`config.mk`:
```
export PLATFORM = sky130hd
export DESIGN_NAME = dtp_config_top
export DESIGN_NICKNAME = d
export VERILOG_FILES = /design/src/rtl/dtp_pkg.sv /design/src/rtl/dtp_config_top.sv /design/src/rtl/dtp_pin_sync.sv /design/src/rtl/dtp_row_type_sel.sv
export SDC_FILE = /design/constraint.sdc
export NUM_CORES = 1
export LEC_CHECK = 0
export ABC_CLOCK_PERIOD_IN_PS = 3900
export BUFFER_PORTS_ARGS = -buffer_cell sky130_fd_sc_hd__clkbuf_2
export CORE_MARGIN = 2
export CORE_UTILIZATION = 55
export DETAILED_ROUTE_END_ITERATION = 16
export PLACE_DENSITY = 0.88
export REMOVE_ABC_BUFFERS = 1
export SLEW_MARGIN = 0
export SYNTH_ARGS = -nofsm -noshare
export SYNTH_HDL_FRONTEND = slang
export SYNTH_SLANG_ARGS = --single-unit
```
`constraint.sdc`:
```
create_clock -name core_clk -period 3.9 [get_ports core_clk]
set_input_delay 0.78 -clock core_clk [delete_from_list [all_inputs] [get_ports core_clk]]
set_output_delay 0.78 -clock core_clk [all_outputs]
set_load 0.02 [all_outputs]
```
`src/rtl/dtp_pkg.sv`:
```
// dtp_pkg: register map, reset values, field layout and type codes
// for the dram type / pci timer configuration bank.
// assumes one 32-bit avalon-mm slave, byte address = 4 * register index.
package dtp_pkg;

    // register indices, byte address is four times the index
    localparam logic [7:0] DTP_IDX_ROW4      = 8'h67;
    localparam logic [7:0] DTP_IDX_ROWS_LOW  = 8'h68;
    localparam logic [7:0] DTP_IDX_WAIT      = 8'h69;
    localparam logic [7:0] DTP_IDX_SLICE     = 8'h70;

    // values after reset
    localparam logic [7:0] DTP_ROW4_RST      = 8'h11;
    localparam logic [7:0] DTP_ROWS_LOW_RST  = 8'h00;
    localparam logic [7:0] DTP_WAIT_RST      = 8'h03;
    localparam logic [7:0] DTP_SLICE_RST     = 8'h20;

    // field positions
    localparam int DTP_ROW4_HI_BIT  = 4;
    localparam int DTP_ROW4_LO_BIT  = 0;
    localparam int DTP_PAIR_HI_OFS  = 4;
    localparam int DTP_WAIT_MSB     = 2;
    localparam int DTP_SLICE_LSB    = 2;
    localparam int DTP_ROW4_NUM     = 4;

    // target wait limits in pci clocks per code
    localparam logic [3:0] DTP_WAIT_CLK_0 = 4'h2;
    localparam logic [3:0] DTP_WAIT_CLK_1 = 4'h4;
    localparam logic [3:0] DTP_WAIT_CLK_2 = 4'h6;
    localparam logic [3:0] DTP_WAIT_CLK_3 = 4'h8;

    // dram technology, codes follow the two-bit type field
    typedef enum logic [1:0] {
        DTP_STANDARD_PAGE_MODE,
        DTP_EDO,
        DTP_SDRAM,
        DTP_NONE
    } dtp_dram_t;

    // wait limit of a code; reserved codes fall back to the longest
    function automatic logic [3:0] dtp_wait_clocks(input logic [2:0] code);
        unique case (code)
            3'h0:    dtp_wait_clocks = DTP_WAIT_CLK_0;
            3'h1:    dtp_wait_clocks = DTP_WAIT_CLK_1;
            3'h2:    dtp_wait_clocks = DTP_WAIT_CLK_2;
            default: dtp_wait_clocks = DTP_WAIT_CLK_3;
        endcase
    endfunction : dtp_wait_clocks

endpackage : dtp_pkg

```
`src/rtl/dtp_config_top.sv`:
```
// dtp_config_top: dram row type, pci target wait limit and arbiter
// time slice configuration with the logic those settings steer.
// assumes core_clk is the pci clock and the dram/target logic share it;
// request pins arrive asynchronous and are synchronised here.
//
// Functional notes
// - row-4 field bits 4,0: 00 page mode, 01 edo, 10 sdram, 11 off.
// - row-4 register differing from 11h marks row 4 present, muxes shared pins.
// - each dram cycle takes its timing from the target row's type.
// - low register pairs 7,3 / 6,2 / 5,1 / 4,0 give rows 3..0.
// - low pairs: 00 page mode, 01 edo, 10 sdram, 11 reserved.
// - burst data phase never waits more clocks for trdy than the limit.
// - wait codes 000..011 mean 2,4,6,8 clocks; reset 8; 1xx reserved.
// - a granted agent keeps the bus for the slice from first grant.
// - after the slice, grant moves once another agent requests.
// - slice value zero turns the guaranteed slice off.
// - slice count in bits 7:2, bits 1:0 read zero, four-clock steps.
//
// Design decision made here: register access over Avalon-MM.
`timescale 1ns/1ps
module dtp_config_top #(
    parameter int AGENTS = 4
) (
    input  wire logic                core_clk,
    input  wire logic                reset_n,
    input  wire logic [9:0]          avs_address,
    input  wire logic                avs_read,
    input  wire logic                avs_write,
    input  wire logic [31:0]         avs_writedata,
    input  wire logic [3:0]          avs_byteenable,
    output logic      [31:0]         avs_readdata,
    output logic                     avs_waitrequest,
    input  wire logic                dram_cycle_start,
    input  wire logic [2:0]          dram_cycle_row,
    output dtp_pkg::dtp_dram_t       dram_cycle_type,
    output logic                     dram_cycle_go,
    output logic                     dram_cycle_reject,
    output logic                     row4_populated,
    output logic                     shared_strobe_pin_sel,
    output logic                     shared_select_pin_sel,
    input  wire logic                tgt_burst_phase,
    input  wire logic                tgt_data_ready,
    output logic                     tgt_trdy,
    output logic                     tgt_wait_expired,
    input  wire logic [AGENTS-1:0]   pci_req_n,
    output logic      [AGENTS-1:0]   pci_gnt_n
);
    import dtp_pkg::*;

    localparam int IW = $clog2(AGENTS);

    // the owner index and round-robin search assume 2..8 agents
    if (AGENTS < 2 || AGENTS > 8) begin : g_bad_agents
        $error("dtp_config_top: AGENTS must be 2 to 8");
    end

    logic        wait_reg;
    logic [31:0] rdata_reg;
    logic [1:0]  row4_reg;
    logic [7:0]  rows_low_reg;
    logic [2:0]  wait_code_reg;
    logic [5:0]  slice_reg;
    logic [7:0]  idx;
    logic        req_any;
    logic        wr_take;
    logic        wr_lane0;
    logic [7:0]  wbyte;
    logic [31:0] rd_value;

    assign idx      = avs_address[9:2];
    assign req_any  = avs_read | avs_write;
    assign wr_take  = avs_write & ~wait_reg;
    assign wr_lane0 = wr_take & avs_byteenable[0];
    assign wbyte    = avs_writedata[7:0];

    // one wait state: waitrequest drops for one cycle after a request
    always_ff @(posedge core_clk) begin
        if (!reset_n) begin
            wait_reg <= 1'b1;
        end else begin
            wait_reg <= ~(req_any & wait_reg);
        end
    end

    // read view; unmapped indices and reserved bits answer zero
    always_comb begin
        rd_value = 32'h0;
        unique case (idx)
            DTP_IDX_ROW4: begin
                rd_value[DTP_ROW4_HI_BIT] = row4_reg[1];
                rd_value[DTP_ROW4_LO_BIT] = row4_reg[0];
            end
            DTP_IDX_ROWS_LOW: rd_value[7:0] = rows_low_reg;
            DTP_IDX_WAIT:     rd_value[DTP_WAIT_MSB:0] = wait_code_reg;
            DTP_IDX_SLICE:    rd_value[7:DTP_SLICE_LSB] = slice_reg;
            default:          rd_value = 32'h0;
        endcase
    end

    // read data loaded with the drop of waitrequest, held until the next
    always_ff @(posedge core_clk) begin
        if (!reset_n) begin
            rdata_reg <= 32'h0;
        end else if (avs_read && wait_reg) begin
            rdata_reg <= rd_value;
        end
    end

    // only the documented bits are stored, so reserved writes vanish
    always_ff @(posedge core_clk) begin
        if (!reset_n) begin
            row4_reg      <= {DTP_ROW4_RST[DTP_ROW4_HI_BIT], DTP_ROW4_RST[DTP_ROW4_LO_BIT]};
            rows_low_reg  <= DTP_ROWS_LOW_RST;
            wait_code_reg <= DTP_WAIT_RST[DTP_WAIT_MSB:0];
            slice_reg     <= DTP_SLICE_RST[7:DTP_SLICE_LSB];
        end else if (wr_lane0) begin
            unique case (idx)
                DTP_IDX_ROW4:     row4_reg <= {wbyte[DTP_ROW4_HI_BIT], wbyte[DTP_ROW4_LO_BIT]};
                DTP_IDX_ROWS_LOW: rows_low_reg <= wbyte;
                DTP_IDX_WAIT:     wait_code_reg <= wbyte[DTP_WAIT_MSB:0];
                DTP_IDX_SLICE:    slice_reg <= wbyte[7:DTP_SLICE_LSB];
                default:          row4_reg <= row4_reg;
            endcase
        end
    end

    assign avs_waitrequest = wait_reg;
    assign avs_readdata    = rdata_reg;
    logic populated_reg;
    logic strobe_sel_reg;
    logic select_sel_reg;

    // strobe for page mode/edo, chip select for sdram, none when off
    always_ff @(posedge core_clk) begin
        if (!reset_n) begin
            populated_reg  <= 1'b0;
            strobe_sel_reg <= 1'b0;
            select_sel_reg <= 1'b0;
        end else begin
            populated_reg  <= (row4_reg != 2'h3);
            strobe_sel_reg <= (row4_reg == 2'h0) || (row4_reg == 2'h1);
            select_sel_reg <= (row4_reg == 2'h2);
        end
    end

    assign row4_populated        = populated_reg;
    assign shared_strobe_pin_sel = strobe_sel_reg;
    assign shared_select_pin_sel = select_sel_reg;
    dtp_dram_t sel_type;
    logic      sel_ok;
    dtp_dram_t cyc_type_reg;
    logic      cyc_go_reg;
    logic      cyc_rej_reg;

    dtp_row_type_sel u_row_sel (
        .rows_low  (rows_low_reg),
        .row4_type (row4_reg),
        .row       (dram_cycle_row),
        .row_type  (sel_type),
        .row_ok    (sel_ok)
    );

    // type latched at cycle start; reserved or absent rows are refused
    always_ff @(posedge core_clk) begin
        if (!reset_n) begin
            cyc_type_reg <= DTP_STANDARD_PAGE_MODE;
            cyc_go_reg   <= 1'b0;
            cyc_rej_reg  <= 1'b0;
        end else begin
            cyc_go_reg  <= dram_cycle_start & sel_ok;
            cyc_rej_reg <= dram_cycle_start & ~sel_ok;
            if (dram_cycle_start) begin
                cyc_type_reg <= sel_type;
            end
        end
    end

    assign dram_cycle_type   = cyc_type_reg;
    assign dram_cycle_go     = cyc_go_reg;
    assign dram_cycle_reject = cyc_rej_reg;
    logic [3:0] wait_lim;
    logic [3:0] wait_cnt_reg;
    logic       trdy_reg;
    logic       expired_reg;
    logic       trdy_next;
    logic       force_trdy;

    assign wait_lim   = dtp_wait_clocks(wait_code_reg);
    // forced at the limit even without data: the limit never stretches
    assign force_trdy = (wait_cnt_reg + 4'h1) >= wait_lim;
    assign trdy_next  = tgt_burst_phase & (tgt_data_ready | force_trdy);

    // wait count restarts at every data phase
    always_ff @(posedge core_clk) begin
        if (!reset_n) begin
            wait_cnt_reg <= 4'h0;
            trdy_reg     <= 1'b0;
            expired_reg  <= 1'b0;
        end else begin
            trdy_reg    <= trdy_next;
            expired_reg <= tgt_burst_phase & ~tgt_data_ready & force_trdy;
            if (tgt_burst_phase && !trdy_next) begin
                wait_cnt_reg <= wait_cnt_reg + 4'h1;
            end else begin
                wait_cnt_reg <= 4'h0;
            end
        end
    end

    assign tgt_trdy         = trdy_reg;
    assign tgt_wait_expired = expired_reg;
    logic [AGENTS-1:0] req_level_n;
    logic [AGENTS-1:0] req;
    logic [AGENTS-1:0] others;
    logic [IW-1:0]     owner_reg;
    logic              owned_reg;
    logic [7:0]        slice_cnt_reg;
    logic [AGENTS-1:0] gnt_n_reg;
    logic              slice_on;
    logic              move;
    logic [IW-1:0]     pick;

    dtp_pin_sync #(
        .WIDTH (AGENTS),
        .IDLE  ({AGENTS{1'b1}})
    ) u_req_sync (
        .core_clk (core_clk),
        .reset_n  (reset_n),
        .pin      (pci_req_n),
        .level    (req_level_n)
    );

    // first requester after cur, cur itself last
    function automatic logic [IW-1:0] rr_next(
        input logic [AGENTS-1:0] r,
        input logic [IW-1:0]     cur
    );
        int k;
        rr_next = cur;
        for (int i = AGENTS; i >= 1; i--) begin
            k = (int'(cur) + i) % AGENTS;
            if (r[k]) begin
                rr_next = IW'(k);
            end
        end
    endfunction : rr_next

    assign req      = ~req_level_n;
    assign others   = req & ~(AGENTS'(1) << owner_reg);
    assign slice_on = (slice_reg != 6'h0);
    // inside the slice the owner is held even if it idles
    always_comb begin
        move = 1'b0;
        pick = rr_next(req, owner_reg);
        if (!owned_reg) begin
            move = |req;
        end else if (|others) begin
            pick = rr_next(others, owner_reg);
            if (slice_on) begin
                move = (slice_cnt_reg == 8'h0);
            end else begin
                move = ~req[owner_reg];
            end
        end
    end

    // slice counted from the edge that first drives the new grant
    always_ff @(posedge core_clk) begin
        if (!reset_n) begin
            owner_reg     <= '0;
            owned_reg     <= 1'b0;
            slice_cnt_reg <= 8'h0;
            gnt_n_reg     <= '1;
        end else if (move) begin
            owner_reg     <= pick;
            owned_reg     <= 1'b1;
            slice_cnt_reg <= {slice_reg, 2'h0};
            gnt_n_reg     <= ~(AGENTS'(1) << pick);
        end else if (slice_cnt_reg != 8'h0) begin
            slice_cnt_reg <= slice_cnt_reg - 8'h1;
        end
    end

    assign pci_gnt_n = gnt_n_reg;
endmodule : dtp_config_top

```
`src/rtl/dtp_pin_sync.sv`:
```
// dtp_pin_sync: three-stage synchroniser for pin inputs.
// a bit changes only when the second and third stages agree.
`timescale 1ns/1ps
module dtp_pin_sync #(
    parameter int              WIDTH = 1,
    parameter logic [WIDTH-1:0] IDLE = '1
) (
    input  wire logic             core_clk,
    input  wire logic             reset_n,
    input  wire logic [WIDTH-1:0] pin,
    output logic      [WIDTH-1:0] level
);
    logic [WIDTH-1:0] s1_reg;
    logic [WIDTH-1:0] s2_reg;
    logic [WIDTH-1:0] s3_reg;
    logic [WIDTH-1:0] level_reg;

    // a zero-wide bus has nothing to synchronise
    if (WIDTH < 1) begin : g_bad_width
        $error("dtp_pin_sync: WIDTH must be at least 1");
    end

    // s1 feeds only s2, agreement is judged on s2/s3
    always_ff @(posedge core_clk) begin
        if (!reset_n) begin
            s1_reg    <= IDLE;
            s2_reg    <= IDLE;
            s3_reg    <= IDLE;
            level_reg <= IDLE;
        end else begin
            s1_reg    <= pin;
            s2_reg    <= s1_reg;
            s3_reg    <= s2_reg;
            level_reg <= (s2_reg & s3_reg) | (level_reg & (s2_reg ^ s3_reg));
        end
    end

    assign level = level_reg;
endmodule : dtp_pin_sync

```
`src/rtl/dtp_row_type_sel.sv`:
```
// dtp_row_type_sel: picks the programmed dram type of one row.
// purely combinational; the caller registers the result.
`timescale 1ns/1ps
module dtp_row_type_sel (
    input  wire logic [7:0]        rows_low,
    input  wire logic [1:0]        row4_type,
    input  wire logic [2:0]        row,
    output dtp_pkg::dtp_dram_t     row_type,
    output logic                   row_ok
);
    import dtp_pkg::*;

    logic [1:0] pair;

    // pair of row n is bits n+4 and n; row 4 has its own field
    always_comb begin
        pair = 2'h3;
        if (row < 3'(DTP_ROW4_NUM)) begin
            pair = {rows_low[{1'b0, row[1:0]} + 3'(DTP_PAIR_HI_OFS)], rows_low[row[1:0]]};
        end else if (row == 3'(DTP_ROW4_NUM)) begin
            pair = row4_type;
        end
        row_type = dtp_dram_t'(pair);
        // code 3 is reserved for rows 0-3 and means disabled for row 4
        row_ok   = (row <= 3'(DTP_ROW4_NUM)) && (pair != 2'h3);
    end
endmodule : dtp_row_type_sel

```
# [Word-level counts from Yosys, hierarchy flattened]
# Cells that the tools add are included.
[word_totals] word_cells=159 ff_bits=72
[classes] n_shift=2 n_eq_ne=11 n_addsub=7 n_mux=54 reduce_logical=23 n_bitwise=28 order_cmp=10
[ops] cell="equality test 8 x 7 -> 1 bit, second input constant" n=4
[ops] cell="2-to-1 mux 2 bit" n=12
[ops] cell="2-to-1 mux 1 bit" n=22
[ops] cell="binary-select mux 1 bit (select 2 bit)" n=10
[ops] cell="< comparator 3 x 4 -> 1 bit, second input constant" n=5
[ops] cell="2-to-1 mux 8 bit" n=2
[ops] cell="AND 4 bit" n=3
[ops] cell="inverter 4 bit" n=3
[ops] cell="one-hot mux 4 bit (3 select lines)" n=1
[ops] cell="AND reduction 2 bit" n=5
[ops] cell="OR reduction 2 bit" n=5
[ops] cell="one-hot mux 1 bit (3 select lines)" n=3
[ops] cell="AND 1 bit" n=8
[ops] cell="zero test 8 bit" n=1
[ops] cell="nonzero test 8 bit" n=1
[ops] cell="OR reduction 4 bit" n=2
[ops] cell="<< shifter 1 x 2 -> 4 bit, first input constant" n=2
[ops] cell="subtractor 8 x 1 -> 8 bit, second input constant" n=1
[ops] cell="inverter 1 bit" n=6
[ops] cell="one-hot mux 3 bit (2 select lines)" n=1
[ops] cell="nonzero test 6 bit" n=1
[ops] cell="adder 2 x 1 -> 2 bit, second input constant" n=2
[ops] cell="adder 2 bit, second input constant" n=2
[ops] cell="adder 4 x 1 -> 4 bit, second input constant" n=1
[ops] cell="24 further kinds" n=32

# [Longest topological paths before layout]
# Gate-level depths: netlist of run 1.
[logic_depth] depth_word=14 mapped_depth=10

# [Cells and area by module]
# A second synthesis of run 1 with hierarchy kept.
[unflattened] cells_unflattened=407 hier_area_um2=3572.2
[by_module_without_submodules] mod="dtp_config_top" n_inst=1 area_each_um2=2975.4 cells_per_inst=352
[by_module_without_submodules] mod="dtp_pin_sync" n_inst=1 area_each_um2=501.7 cells_per_inst=41
[by_module_without_submodules] mod="dtp_row_type_sel" n_inst=1 area_each_um2=95.1 cells_per_inst=14

# [Worst setup path after synthesis of run 1]
# Ideal clock, no wire load.
[synth_timing] path_type="reg2reg" from="register owner_reg[0]" to="register gnt_n_reg[2] (netlist: pci_gnt_n[2])" required_ns=3.778 arrival_ns=2.343 stages_incl_launch_ff=11 synth_period_minus_slack_ns=2.465 setup_ns=0.122 slack_ns=1.435 path_cell_list="dfxtp_1 buf_4 clkinv_1 ha_1 clkbuf_1 nor4b_1 a31oi_1 a311oi_1 a31oi_1 or3_1 o32a_1"
[synth_between] elab_chain_len=14 word_cells_on_any_way=50 cone_classes="add/sub: 4; shift: 2; mux: 39; bitwise: 4; reduce/logical: 1"
[synth_lines] element="start, declared" line_no="dtp_config_top.sv:215" source="logic [IW-1:0] owner_reg;"
[synth_lines] element="start signal, assigned" line_no="dtp_config_top.sv:275" source="owner_reg <= pick;"
[synth_lines] element="branches (longest 14 deep; another with adder 2 x 1 -> 2 bit)"
[synth_lines] element="end signal, assigned" line_no="dtp_config_top.sv:278" source="gnt_n_reg <= ~(AGENTS'(1) << pick);"
[synth_lines] element="end, declared" line_no="dtp_config_top.sv:218" source="logic [AGENTS-1:0] gnt_n_reg;"
# Several ways; the timed one is not identified. The select of a mux whose other input is x is not followed.
# A chain may end at the register's enable or synchronous reset.

# [Final worst setup path of run 1]
# Ends and elaborated chain as after synthesis.

==> metrics.txt, run 1 <==
# TYPE chip_impl_metric gauge
chip_impl_metric{name="post_synth_instance_area",unit="sq um"} 3531
chip_impl_info{name="timing_worst_setup_path_type",value="reg -> reg"} 1
chip_impl_metric{name="relSlewSlack",unit="%"} 50.37
chip_impl_metric{name="number_of_flops_mapped_to_enable_cells_by_yosys",unit=""} 0
chip_impl_metric{name="critical_path_required",unit="ns"} 4.14
chip_impl_metric{name="wl_per_cell",unit="um"} 14.19
chip_impl_info{name="synth_top_cell_by_area",value="dfxtp_1"} 1
chip_impl_info{name="setup.worst_path.start",value="owner_reg[0]"} 1
chip_impl_metric{name="hold_violations",unit=""} 0
chip_impl_metric{name="fin_worst_skew",unit="ns"} 0.004683
chip_impl_metric{name="die_h",unit="um"} 84.13
chip_impl_metric{name="post_synthesis_instance_total",unit=""} 400
chip_impl_info{name="tritoncts",value="built"} 1
chip_impl_metric{name="synth-seq-cells",unit=""} 72
chip_impl_metric{name="finish.net_count",unit=""} 517
chip_impl_metric{name="worstRegToRegCells",unit=""} 8
chip_impl_metric{name="synth_top_area_share",unit="%"} 40.82
chip_impl_metric{name="place.port_buffers",unit=""} 52
chip_impl_metric{name="drtAntennaViolNets",unit=""} 0
chip_impl_metric{name="number_of_placement_rows",unit=""} 29
chip_impl_metric{name="drt_pass1_iterations",unit=""} 4
chip_impl_info{name="most_used_flip_flop_cell_after_synthesis",value="dfxtp_1"} 1
chip_impl_info{name="hold_path.startpoint",value="u_req_sync.s1_reg[0]"} 1
chip_impl_metric{name="timing.max_cap.violations",unit=""} 0
chip_impl_metric{name="floorplan_die_width",unit="um"} 84.13
chip_impl_metric{name="clock_latency",unit="ns"} 0.35
chip_impl_metric{name="clock_tree.htree_level_count",unit=""} 3
chip_impl_info{name="status",value="finished clean"} 1
chip_impl_metric{name="n_fill_cell",unit=""} 535
chip_impl_metric{name="drt-vias-per-instance",unit=""} 5.648
chip_impl_metric{name="groute.usage.overall",unit="%"} 21.39
chip_impl_info{name="rr_startpoint",value="owner_reg[0]"} 1
chip_impl_metric{name="grt_overflow_total",unit=""} 0
chip_impl_metric{name="clockBufferDepth",unit=""} 2
chip_impl_metric{name="coreArea",unit="sq um"} 6277
chip_impl_metric{name="whs_path_depth",unit=""} 1
chip_impl_metric{name="final_period_minus_worst_setup_slack",unit="ns"} 3.137
chip_impl_info{name="min-delay-path-class",value="reg -> reg"} 1
chip_impl_metric{name="pwr_density_cell",unit="nW/um^2"} 503.9
chip_impl_metric{name="share_of_cells_above_drive_strength_1",unit="%"} 19.38
chip_impl_info{name="endpoint_kind",value="register"} 1
chip_impl_metric{name="antenna_found_initial",unit=""} 0
chip_impl_metric{name="cts_buffers",unit=""} 9
chip_impl_metric{name="gp_routability_congestion",unit=""} 0.8787
chip_impl_metric{name="vdd_ir_drop_max",unit="uV"} 294.3
chip_impl_metric{name="flow.area_growth_from_synthesis",unit="%"} 11.06
chip_impl_metric{name="holdBufCountCts",unit=""} 0
chip_impl_info{name="launching_element_type_of_the_critical_path",value="register"} 1
chip_impl_metric{name="hpwlAfterDp",unit="um"} 5180
chip_impl_metric{name="cts.sinks",unit=""} 72
chip_impl_info{name="synth_top_cells_by_area",value="dfxtp_1 41%, buf_4 5.5%, ha_1 4.6%"} 1
chip_impl_metric{name="worstPathMaxFanout",unit=""} 17
chip_impl_metric{name="leakagePower",unit="nW"} 1.651
chip_impl_metric{name="min_period_over_period",unit="%"} 80.43
chip_impl_metric{name="postCtsSetupBuffers",unit=""} 0
chip_impl_metric{name="maxClockFrequency",unit="GHz"} 0.3188
chip_impl_metric{name="finalSetupViolations",unit=""} 0
chip_impl_metric{name="p_total",unit="mW"} 1.976
chip_impl_metric{name="insertedDiodeCount",unit=""} 0
chip_impl_metric{name="ys_async_sr_fraction",unit="%"} 0
chip_impl_metric{name="post_cts_resize_count",unit=""} 0
chip_impl_metric{name="synth_cell_type_count",unit=""} 57
chip_impl_metric{name="routed-via-count",unit=""} 2971
chip_impl_metric{name="floorplan.initialDensity",unit="%"} 56.25
chip_impl_metric{name="detail_route.drc_violations",unit=""} 0
chip_impl_metric{name="utilization",unit="%"} 62.47
chip_impl_info{name="rsz0062_at_grt",value="false"} 1
chip_impl_metric{name="cp_data_arrival_time",unit="ns"} 3.38
chip_impl_metric{name="totalNegativeSetupSlack",unit="ns"} 0
chip_impl_metric{name="ioPinCount",unit=""} 106
chip_impl_metric{name="maxSlewViolCount",unit=""} 0
chip_impl_metric{name="worstMarginPinSlew",unit="ns"} 0.7445
chip_impl_metric{name="grt_pass1_vias",unit=""} 2817
chip_impl_metric{name="detailedRoute.firstIterationViolations",unit=""} 250
chip_impl_info{name="synthMostInstantiatedCell",value="dfxtp_1"} 1
chip_impl_metric{name="synth_seq_area_share",unit="%"} 40.82
chip_impl_metric{name="synth-warning-count",unit=""} 0
chip_impl_metric{name="grt_first_pass_wirelength",unit="um"} 12450
chip_impl_metric{name="place_inst",unit=""} 510
chip_impl_metric{name="grt_start_max_net_pins",unit=""} 33
chip_impl_metric{name="cts.reportedPaths.clkPinSlew",unit="ns"} 0.07
chip_impl_metric{name="syn-mean-instance-area",unit="sq um"} 8.827
chip_impl_metric{name="tightest_hold_margin",unit="ns"} 0.4090
chip_impl_metric{name="finish.cell_count_without_fillers",unit=""} 526
chip_impl_metric{name="postRouteWirelength",unit="um"} 7463
chip_impl_info{name="synth.top_cells.by_count",value="72 x dfxtp_1, 40 x nor2_1, 37 x nand2_1, 26 x buf_4"} 1
chip_impl_metric{name="design.die.area",unit="sq um"} 7077
chip_impl_info{name="clock_root_buffer_master",value="clkbuf_8"} 1
==> area by class of cell <==
cell class | count | area (sq um) | share of cell area (%)
clock buffers | 11 | 141.4 | 3.606
clock inverters | 5 | 56.30 | 1.436
inverters | 9 | 33.78 | 0.8615
multi-input cells | 296 | 1862 | 47.48
flip-flops and latches | 72 | 1441 | 36.76
well taps | 77 | 96.34 | 2.457
repair buffers | 56 | 290.3 | 7.403
==> through the flow <==
| stage | instance area (sq um) | setup WS (ns) |
|---|---|---|
| after global placement | 3724 | 0.8643 |
| final | 3921 | 0.7633 |
| after CTS | 3921 | 0.7937 |
| after floorplan | 3337 | 1.108 |
| after detailed placement | 3724 | 0.8116 |
| after global routing | 3921 | 0.4215 |
==> per-layer routing <==
metal / vias to the layer above / share of wire, % / GRT usage [%]
li1: 1456 / - / -
met1: 1394 / 41 / 25.29
met2: 114 / 51 / 37.16
met3: 7 / 7.2 / 4.154
met4: 0 / 0.98 / 10.12
met5: - / 0 / 0
==> critical path, stage by stage, from the launching register on <==
cell,delay [ns]
dfxtp_1,0.71
clkinv_1,0.41
ha_1,0.56
nor4b_1,0.28
a31oi_1,0.10
a311oi_1,0.34
a31oi_1,0.10
or3_1,0.35
o32a_1,0.16
==> cells in the final DEF (no fill, tap or decap), types with 13 or more instances in the layout <==
cell and instances:
conb_1 24, ha_1 13, a21oi_1 23, nand2_1 37, nor2_1 40, dfxtp_1 72
clkbuf_2 52, nand3_1 23, nand2b_1 14
==> path summary, 6_finish.rpt <==
| kind | end | slack (ns) |
|---|---|---|
| max | pci_gnt_n[2] | 0.76 |
| min | u_req_sync.s2_reg[0] | 0.41 |
| max reg2reg | pci_gnt_n[2] | 0.76 |
| min reg2reg | u_req_sync.s2_reg[0] | 0.41 |
==> kinds of logic after synthesis <==
group | after synthesis | synth area share, %
other | 1 | 0.1062
muxes | 19 | 6.662
adders and majority gates | 13 | 4.607
and+or+nand+nor | 155 | 21.90
xor gates and xnor gates | 9 | 2.233
AOI/OAI and AO/OA | 76 | 14.78
buffers and inverters | 55 | 8.895
DFF | 72 | 40.82
==> power by group <==
part | leakage (nW) | switching, mW | internal, mW
Clock | 0.0993 | 0.276 | 0.312
Sequential | 0.589 | 0.0624 | 0.797
Combinational | 0.963 | 0.286 | 0.242
Total | 1.65 | 0.625 | 1.35
No activity file was read; power rests on OpenSTA's default activity.
==> run 2, diff against run 1 <==
ABC_AREA = 1   (was not set)
ABC_CLOCK_PERIOD_IN_PS = 2800   (was 3900)
CORE_UTILIZATION = 47   (was 55)
PLACE_DENSITY = 0.8   (was 0.88)
clock period = 2.8 ns   (was 3.9 ns; I/O delays follow)
==> metrics.txt, run 2 <==
# TYPE chip_impl_metric gauge
chip_impl_metric{name="clock_latency",unit="ns"} 0.35
chip_impl_info{name="crit_chain",value="inv_1 > ha_1 > inv_1 > nand3_1 > nand2_1 > inv_1 > nand2_1 > nand3_1 > nand2_1 > nand2_1 > nand3_1 > o21ai_1 > nand2_1"} 1
chip_impl_info{name="synth_top_cells_by_area",value="dfxtp_1 40%, nand2_1 8.2%, inv_1 5.5%"} 1
chip_impl_metric{name="maxClockFrequency",unit="GHz"} 0.4459
chip_impl_metric{name="grt_start_max_net_pins",unit=""} 23
chip_impl_metric{name="ioPinCount",unit=""} 106
chip_impl_info{name="critPathMostFrequentCell",value="nand2_1"} 1
chip_impl_metric{name="worstPathMaxFanout",unit=""} 8
chip_impl_metric{name="post_synth_instance_area",unit="sq um"} 3637
chip_impl_metric{name="cts.sinks",unit=""} 72
chip_impl_metric{name="vdd_ir_drop_max",unit="uV"} 301.1
chip_impl_metric{name="ys_async_sr_fraction",unit="%"} 0
chip_impl_metric{name="coreArea",unit="sq um"} 7607
chip_impl_metric{name="drtAntennaViolNets",unit=""} 0
chip_impl_metric{name="totalNegativeSetupSlack",unit="ns"} 0
chip_impl_metric{name="critical_path_required",unit="ns"} 3.04
chip_impl_metric{name="fin_area",unit="sq um"} 4081
chip_impl_metric{name="grt_pass1_vias",unit=""} 3136
chip_impl_metric{name="share_of_cells_above_drive_strength_1",unit="%"} 21.01
chip_impl_metric{name="cts_buffers",unit=""} 9
chip_impl_metric{name="post_synthesis_instance_total",unit=""} 477
chip_impl_metric{name="wl_per_cell",unit="um"} 12.10
chip_impl_metric{name="synth-seq-cells",unit=""} 72
chip_impl_info{name="synth.top_cells.by_count",value="79 x nand2_1, 72 x dfxtp_1, 53 x inv_1, 49 x nor2_1, 34 x a21oi_1"} 1
chip_impl_metric{name="holdBufCountCts",unit=""} 0
chip_impl_metric{name="hold_violations",unit=""} 0
chip_impl_metric{name="n_fill_cell",unit=""} 715
chip_impl_metric{name="number_of_flops_mapped_to_enable_cells_by_yosys",unit=""} 0
chip_impl_metric{name="detail_route.drc_violations",unit=""} 0
chip_impl_info{name="synthMostInstantiatedCell",value="nand2_1"} 1
chip_impl_metric{name="place.port_buffers",unit=""} 52
chip_impl_info{name="tritoncts",value="built"} 1
chip_impl_metric{name="routed-via-count",unit=""} 3222
chip_impl_metric{name="antenna_found_initial",unit=""} 0
chip_impl_info{name="critPathTopFamily",value="simple AND/OR/NAND/NOR gates"} 1
chip_impl_metric{name="pre_cts_slack",unit="ns"} 0.6626
chip_impl_metric{name="min_period_over_period",unit="%"} 80.10
chip_impl_metric{name="gp_routability_congestion",unit=""} 0.8500
chip_impl_info{name="final_common_cell",value="nand2_1"} 1
chip_impl_info{name="launching_element_type_of_the_critical_path",value="register"} 1
chip_impl_metric{name="multi_input_comb_area",unit="sq um"} 1797
chip_impl_metric{name="fin_worst_skew",unit="ns"} 0.01234
chip_impl_metric{name="worstMarginPinSlew",unit="ns"} 0.6570
chip_impl_metric{name="synth_seq_area_share",unit="%"} 39.63
chip_impl_info{name="timing_worst_setup_path_type",value="reg -> reg"} 1
chip_impl_metric{name="timing.max_cap.violations",unit=""} 0
chip_impl_metric{name="grt_first_pass_wirelength",unit="um"} 13450
chip_impl_metric{name="flow.area_growth_from_synthesis",unit="%"} 12.21
chip_impl_metric{name="crit_path_max_incr_delay",unit="ns"} 0.46
chip_impl_metric{name="place_area",unit="sq um"} 3867
chip_impl_metric{name="die_h",unit="um"} 91.97
chip_impl_metric{name="maxSlewViolCount",unit=""} 0
chip_impl_metric{name="leakagePower",unit="nW"} 1.895
chip_impl_metric{name="cp_data_arrival_time",unit="ns"} 2.49
chip_impl_metric{name="floorplan.initialDensity",unit="%"} 47.81
chip_impl_info{name="synth_top_cell_by_area",value="dfxtp_1"} 1
chip_impl_metric{name="finish.net_count",unit=""} 601
chip_impl_metric{name="relSlewSlack",unit="%"} 56.15
chip_impl_metric{name="path_buf_inv",unit=""} 3
chip_impl_metric{name="drt-vias-per-instance",unit=""} 5.074
chip_impl_info{name="most_used_flip_flop_cell_after_synthesis",value="dfxtp_1"} 1
chip_impl_metric{name="floorplan_die_width",unit="um"} 91.97
chip_impl_metric{name="number_of_placement_rows",unit=""} 32
chip_impl_metric{name="post_cts_resize_count",unit=""} 0
chip_impl_metric{name="synth_top_area_share",unit="%"} 39.63
chip_impl_metric{name="setup_slack",unit="ns"} 0.5573
chip_impl_info{name="most-common-layout-cells",value="79 x nand2_1, 72 x dfxtp_1, 53 x inv_1"} 1
chip_impl_metric{name="insertedDiodeCount",unit=""} 0
chip_impl_info{name="clock_root_buffer_master",value="clkbuf_8"} 1
chip_impl_metric{name="clockBufferDepth",unit=""} 2
chip_impl_metric{name="detailedRoute.firstIterationViolations",unit=""} 114
chip_impl_metric{name="tightest_hold_margin",unit="ns"} 0.3927
chip_impl_metric{name="synth_cell_type_count",unit=""} 41
chip_impl_metric{name="finalSetupViolations",unit=""} 0
chip_impl_metric{name="drt_pass1_iterations",unit=""} 6
chip_impl_metric{name="seq_area",unit="sq um"} 1441
chip_impl_metric{name="synth-warning-count",unit=""} 0
chip_impl_metric{name="final_period_minus_worst_setup_slack",unit="ns"} 2.243
chip_impl_metric{name="pwr_density_cell",unit="nW/um^2"} 672.3
chip_impl_metric{name="groute.usage.overall",unit="%"} 19.57
chip_impl_metric{name="cts.reportedPaths.clkPinSlew",unit="ns"} 0.08
chip_impl_info{name="worst_path_cell_with_the_longest_stage_delay",value="ha_1"} 1
chip_impl_info{name="min-delay-path-class",value="in -> reg"} 1
chip_impl_metric{name="hpwlAfterDp",unit="um"} 5747
chip_impl_info{name="rsz0062_at_grt",value="false"} 1
chip_impl_info{name="status",value="finished clean"} 1
chip_impl_metric{name="grt_overflow_total",unit=""} 0
chip_impl_metric{name="design.die.area",unit="sq um"} 8458
chip_impl_info{name="endpoint_kind",value="register"} 1
chip_impl_metric{name="postCtsSetupBuffers",unit=""} 0
chip_impl_metric{name="syn-mean-instance-area",unit="sq um"} 7.625
chip_impl_metric{name="postRouteWirelength",unit="um"} 7685
chip_impl_metric{name="clock_tree.htree_level_count",unit=""} 3
[run 2: cell count changes after synthesis, moves of 11 or more]
cell and change:
a21oi_1 +11, inv_1 +45, nand2_1 +42, nand2b_1 -14, o21ai_0 +21
[run 2: logic make-up after synthesis]
kind of cell | after synthesis | share of synthesized area [%]
other cells | 1 | 0.1031
fa+ha+maj | 13 | 4.472
xor+xnor | 3 | 0.7225
buf+inv | 95 | 13.35
compound gates | 93 | 16.20
simple gates | 200 | 25.52
flops | 72 | 39.63
[run 2: through the flow]
step                total power, mW  util [%]  std cells
floorplan                     1.715         -        462
global placement              1.848     50.84        619
detailed placement            1.879     50.84        619
CTS                           2.749     53.65        635
global route                  2.919     53.65        635
finish                        2.744     53.65        635
[run 2: final timing paths]
kind | from | to | slack, ns | cells after the start
setup / recovery | owner_reg[1] | pci_gnt_n[1] | 0.56 | 13
hold / removal | pci_req_n[0] | u_req_sync.s1_reg[0] | 0.39 | 2
setup reg to reg | owner_reg[1] | pci_gnt_n[1] | 0.56 | 13
hold reg to reg | u_req_sync.s1_reg[3] | u_req_sync.s2_reg[3] | 0.42 | 1
[run 2: power by group]
| group | switching (mW) | internal, mW |
|---|---|---|
| clock network | 0.409 | 0.466 |
| logic | 0.444 | 0.244 |
| registers | 0.0728 | 1.11 |
| total | 0.925 | 1.82 |
[run 2: cell type report]
class | count | share of cell area (%)
multi-input cells | 333 | 44.02
flip-flops and latches | 72 | 35.32
well taps | 102 | 3.127
clock inverters | 5 | 1.533
clock buffers | 11 | 3.709
inverters | 57 | 5.365
repair buffers | 55 | 6.928
[run 2: worst register-to-register path, delay by kind of cell, from the launching register on]
family	cells	cell delay [ns]
AOI/OAI and AO/OA	1	0.11
buffers and inverters	3	0.41
adders and majority gates	1	0.46
DFF	1	0.45
and+or+nand+nor	8	0.70
[run 2: routing by layer]
layer,global-route usage (%),routed length (um),vias to the layer above
met3,3.944,493,4
met2,34.74,3831,101
met4,7.960,42,0
met1,23.01,3316,1496
met5,0,0,-
li1,-,-,1621
==> run 3, diff against run 2 <==
ABC_CLOCK_PERIOD_IN_PS = 2200   (was 2800)
CORE_UTILIZATION = 52   (was 47)
PLACE_DENSITY = 0.84   (was 0.8)
clock period = 2.2 ns   (was 2.8 ns; I/O delays follow)
==> metrics.txt, run 3 (same netlist as run 2, synthesis figures left out) <==
# TYPE chip_impl_metric gauge
chip_impl_info{name="min-delay-path-class",value="in -> reg"} 1
chip_impl_metric{name="routed-via-count",unit=""} 3264
chip_impl_metric{name="power_frac_comb",unit="%"} 24.6
chip_impl_metric{name="finish.net_count",unit=""} 604
chip_impl_info{name="final_common_cell",value="nand2_1"} 1
chip_impl_metric{name="swShare",unit="%"} 32.47
chip_impl_metric{name="coreArea",unit="sq um"} 6794
chip_impl_metric{name="cts.sinks",unit=""} 72
chip_impl_metric{name="grt_overflow_total",unit=""} 0
chip_impl_metric{name="timing.max_cap.violations",unit=""} 0
chip_impl_metric{name="holdBufCountCts",unit=""} 0
chip_impl_metric{name="gp_routability_congestion",unit=""} 0.8799
chip_impl_info{name="launching_element_type_of_the_critical_path",value="register"} 1
chip_impl_metric{name="maxClockFrequency",unit="GHz"} 0.4927
chip_impl_metric{name="power.share.clock",unit="%"} 33.9
chip_impl_metric{name="drt-vias-per-instance",unit=""} 5.165
chip_impl_metric{name="drtAntennaViolNets",unit=""} 0
chip_impl_metric{name="worstMarginPinSlew",unit="ns"} 0.5155
chip_impl_info{name="timing_worst_setup_path_type",value="reg -> reg"} 1
chip_impl_metric{name="share_of_cells_above_drive_strength_1",unit="%"} 22.01
chip_impl_metric{name="grt_first_pass_wirelength",unit="um"} 13540
chip_impl_metric{name="relSlewSlack",unit="%"} 65.32
chip_impl_metric{name="fin_worst_skew",unit="ns"} 0.01073
chip_impl_info{name="rsz0062_at_grt",value="false"} 1
chip_impl_metric{name="flow.area_growth_from_synthesis",unit="%"} 13.73
chip_impl_info{name="clock_root_buffer_master",value="clkbuf_8"} 1
chip_impl_metric{name="floorplan.initialDensity",unit="%"} 53.54
chip_impl_metric{name="clock_tree.htree_level_count",unit=""} 3
chip_impl_metric{name="totalNegativeSetupSlack",unit="ns"} 0
chip_impl_metric{name="die_h",unit="um"} 87.64
chip_impl_metric{name="postRouteWirelength",unit="um"} 7808
chip_impl_info{name="status",value="finished clean"} 1
chip_impl_info{name="critPathMostFrequentCell",value="ha_1"} 1
chip_impl_metric{name="worstPathMaxFanout",unit=""} 4
chip_impl_info{name="endpoint_kind",value="register"} 1
chip_impl_metric{name="detail_route.drc_violations",unit=""} 0
chip_impl_metric{name="finalSetupViolations",unit=""} 0
chip_impl_metric{name="vdd_ir_drop_max",unit="uV"} 637.2
chip_impl_metric{name="p_total",unit="mW"} 3.615
chip_impl_metric{name="hold_violations",unit=""} 0
chip_impl_metric{name="hpwlAfterDp",unit="um"} 5661
chip_impl_metric{name="power_report.internal_total",unit="mW"} 2.441
chip_impl_metric{name="tightest_hold_margin",unit="ns"} 0.2652
chip_impl_metric{name="postCtsSetupBuffers",unit=""} 0
chip_impl_metric{name="crit_path_max_incr_delay",unit="ns"} 0.39
chip_impl_metric{name="maxSlewViolCount",unit=""} 0
chip_impl_metric{name="drt_pass1_iterations",unit=""} 4
chip_impl_metric{name="clock_latency",unit="ns"} 0.36
chip_impl_metric{name="grt_pass1_vias",unit=""} 3133
chip_impl_metric{name="power_switching",unit="mW"} 1.174
chip_impl_metric{name="leakagePower",unit="nW"} 1.927
chip_impl_metric{name="utilization",unit="%"} 60.88
chip_impl_info{name="tritoncts",value="built"} 1
chip_impl_metric{name="floorplan_die_width",unit="um"} 87.64
chip_impl_metric{name="ioPinCount",unit=""} 106
chip_impl_info{name="crit_chain",value="ha_1 > inv_1 > or2_2 > nand2_1 > ha_1 > nand4_1 > o211ai_1 > or3_1 > a21oi_1"} 1
chip_impl_metric{name="clockBufferDepth",unit=""} 2
chip_impl_metric{name="cts_buffers",unit=""} 9
chip_impl_metric{name="place.port_buffers",unit=""} 52
chip_impl_metric{name="power_frac_seq",unit="%"} 41.5
chip_impl_info{name="worst_path_cell_with_the_longest_stage_delay",value="dfxtp_1"} 1
chip_impl_info{name="critPathTopFamily",value="simple AND/OR/NAND/NOR gates"} 1
chip_impl_metric{name="cp_data_arrival_time",unit="ns"} 2.32
chip_impl_metric{name="antenna_found_initial",unit=""} 0
chip_impl_metric{name="wl_per_cell",unit="um"} 12.35
chip_impl_metric{name="detailedRoute.firstIterationViolations",unit=""} 159
chip_impl_metric{name="pwr_density_cell",unit="nW/um^2"} 873.8
chip_impl_metric{name="min_period_over_period",unit="%"} 92.26
chip_impl_info{name="most-common-layout-cells",value="79 x nand2_1, 72 x dfxtp_1, 53 x inv_1"} 1
chip_impl_metric{name="design.die.area",unit="sq um"} 7680
chip_impl_metric{name="number_of_placement_rows",unit=""} 30
chip_impl_metric{name="cts.reportedPaths.clkPinSlew",unit="ns"} 0.07
chip_impl_metric{name="critical_path_required",unit="ns"} 2.49
chip_impl_metric{name="grt_start_max_net_pins",unit=""} 20
chip_impl_metric{name="insertedDiodeCount",unit=""} 0
chip_impl_metric{name="groute.usage.overall",unit="%"} 22.22
chip_impl_metric{name="path_buf_inv",unit=""} 1
chip_impl_metric{name="final_period_minus_worst_setup_slack",unit="ns"} 2.030
run 3: routing by layer:
metal / wire (um) / vias up / global-route usage [%]
met1: 3330 / 1500 / 26.52
met2: 3808 / 123 / 37.05
met4: 157 / 0 / 11.19
met3: 511 / 18 / 5.655
li1: - / 1623 / -
met5: 0 / - / 0
run 3: stage by stage:
stage	instance area [sq um]	worst slack, ns	cells
finish	4136	0.1703	632
global route	4136	0.0006928	632
CTS	4120	0.1767	632
detailed placement	3882	0.1993	616
global placement	3882	0.2836	616
floorplan	3457	0.2413	462
run 3: timing repair:
action / CTS / global route
setup endpoints to repair: 0 / 8
gates resized for setup: 0 / 4
hold endpoints to repair: 0 / 0
run 3: power by group through the flow:
stage / sequential [mW] / combinational [mW] / clock, mW
2_1_floorplan: 1.54 / 0.637 / 0
3_3_place_gp: 1.52 / 0.833 / 0
3_5_place_dp: 1.53 / 0.870 / 0
4_1_cts: 1.50 / 0.877 / 1.25
5_1_grt: 1.52 / 1.01 / 1.31
6_report: 1.50 / 0.889 / 1.23
run 3: layout make-up:
cell class,count,area (sq um)
Clock inverter,5,86.33
Inverter,57,219.0
Fill cell,584,2658
Clock buffer,11,151.4
Sequential cell,72,1441
Timing Repair Buffer,58,305.3
Multi-Input combinational cell,333,1813
Tap cell,96,120.1
run 3: worst paths after layout:
| check | start | cells past startpoint | slack (ns) | to |
|---|---|---|---|---|
| min | pci_req_n[0] | 2 | 0.27 | u_req_sync.s1_reg[0] |
| min reg2reg | u_req_sync.s1_reg[0] | 1 | 0.42 | u_req_sync.s2_reg[0] |
| max reg2reg | wait_cnt_reg[0] | 9 | 0.17 | wait_cnt_reg[2] |
| max | wait_cnt_reg[0] | 9 | 0.17 | wait_cnt_reg[2] |
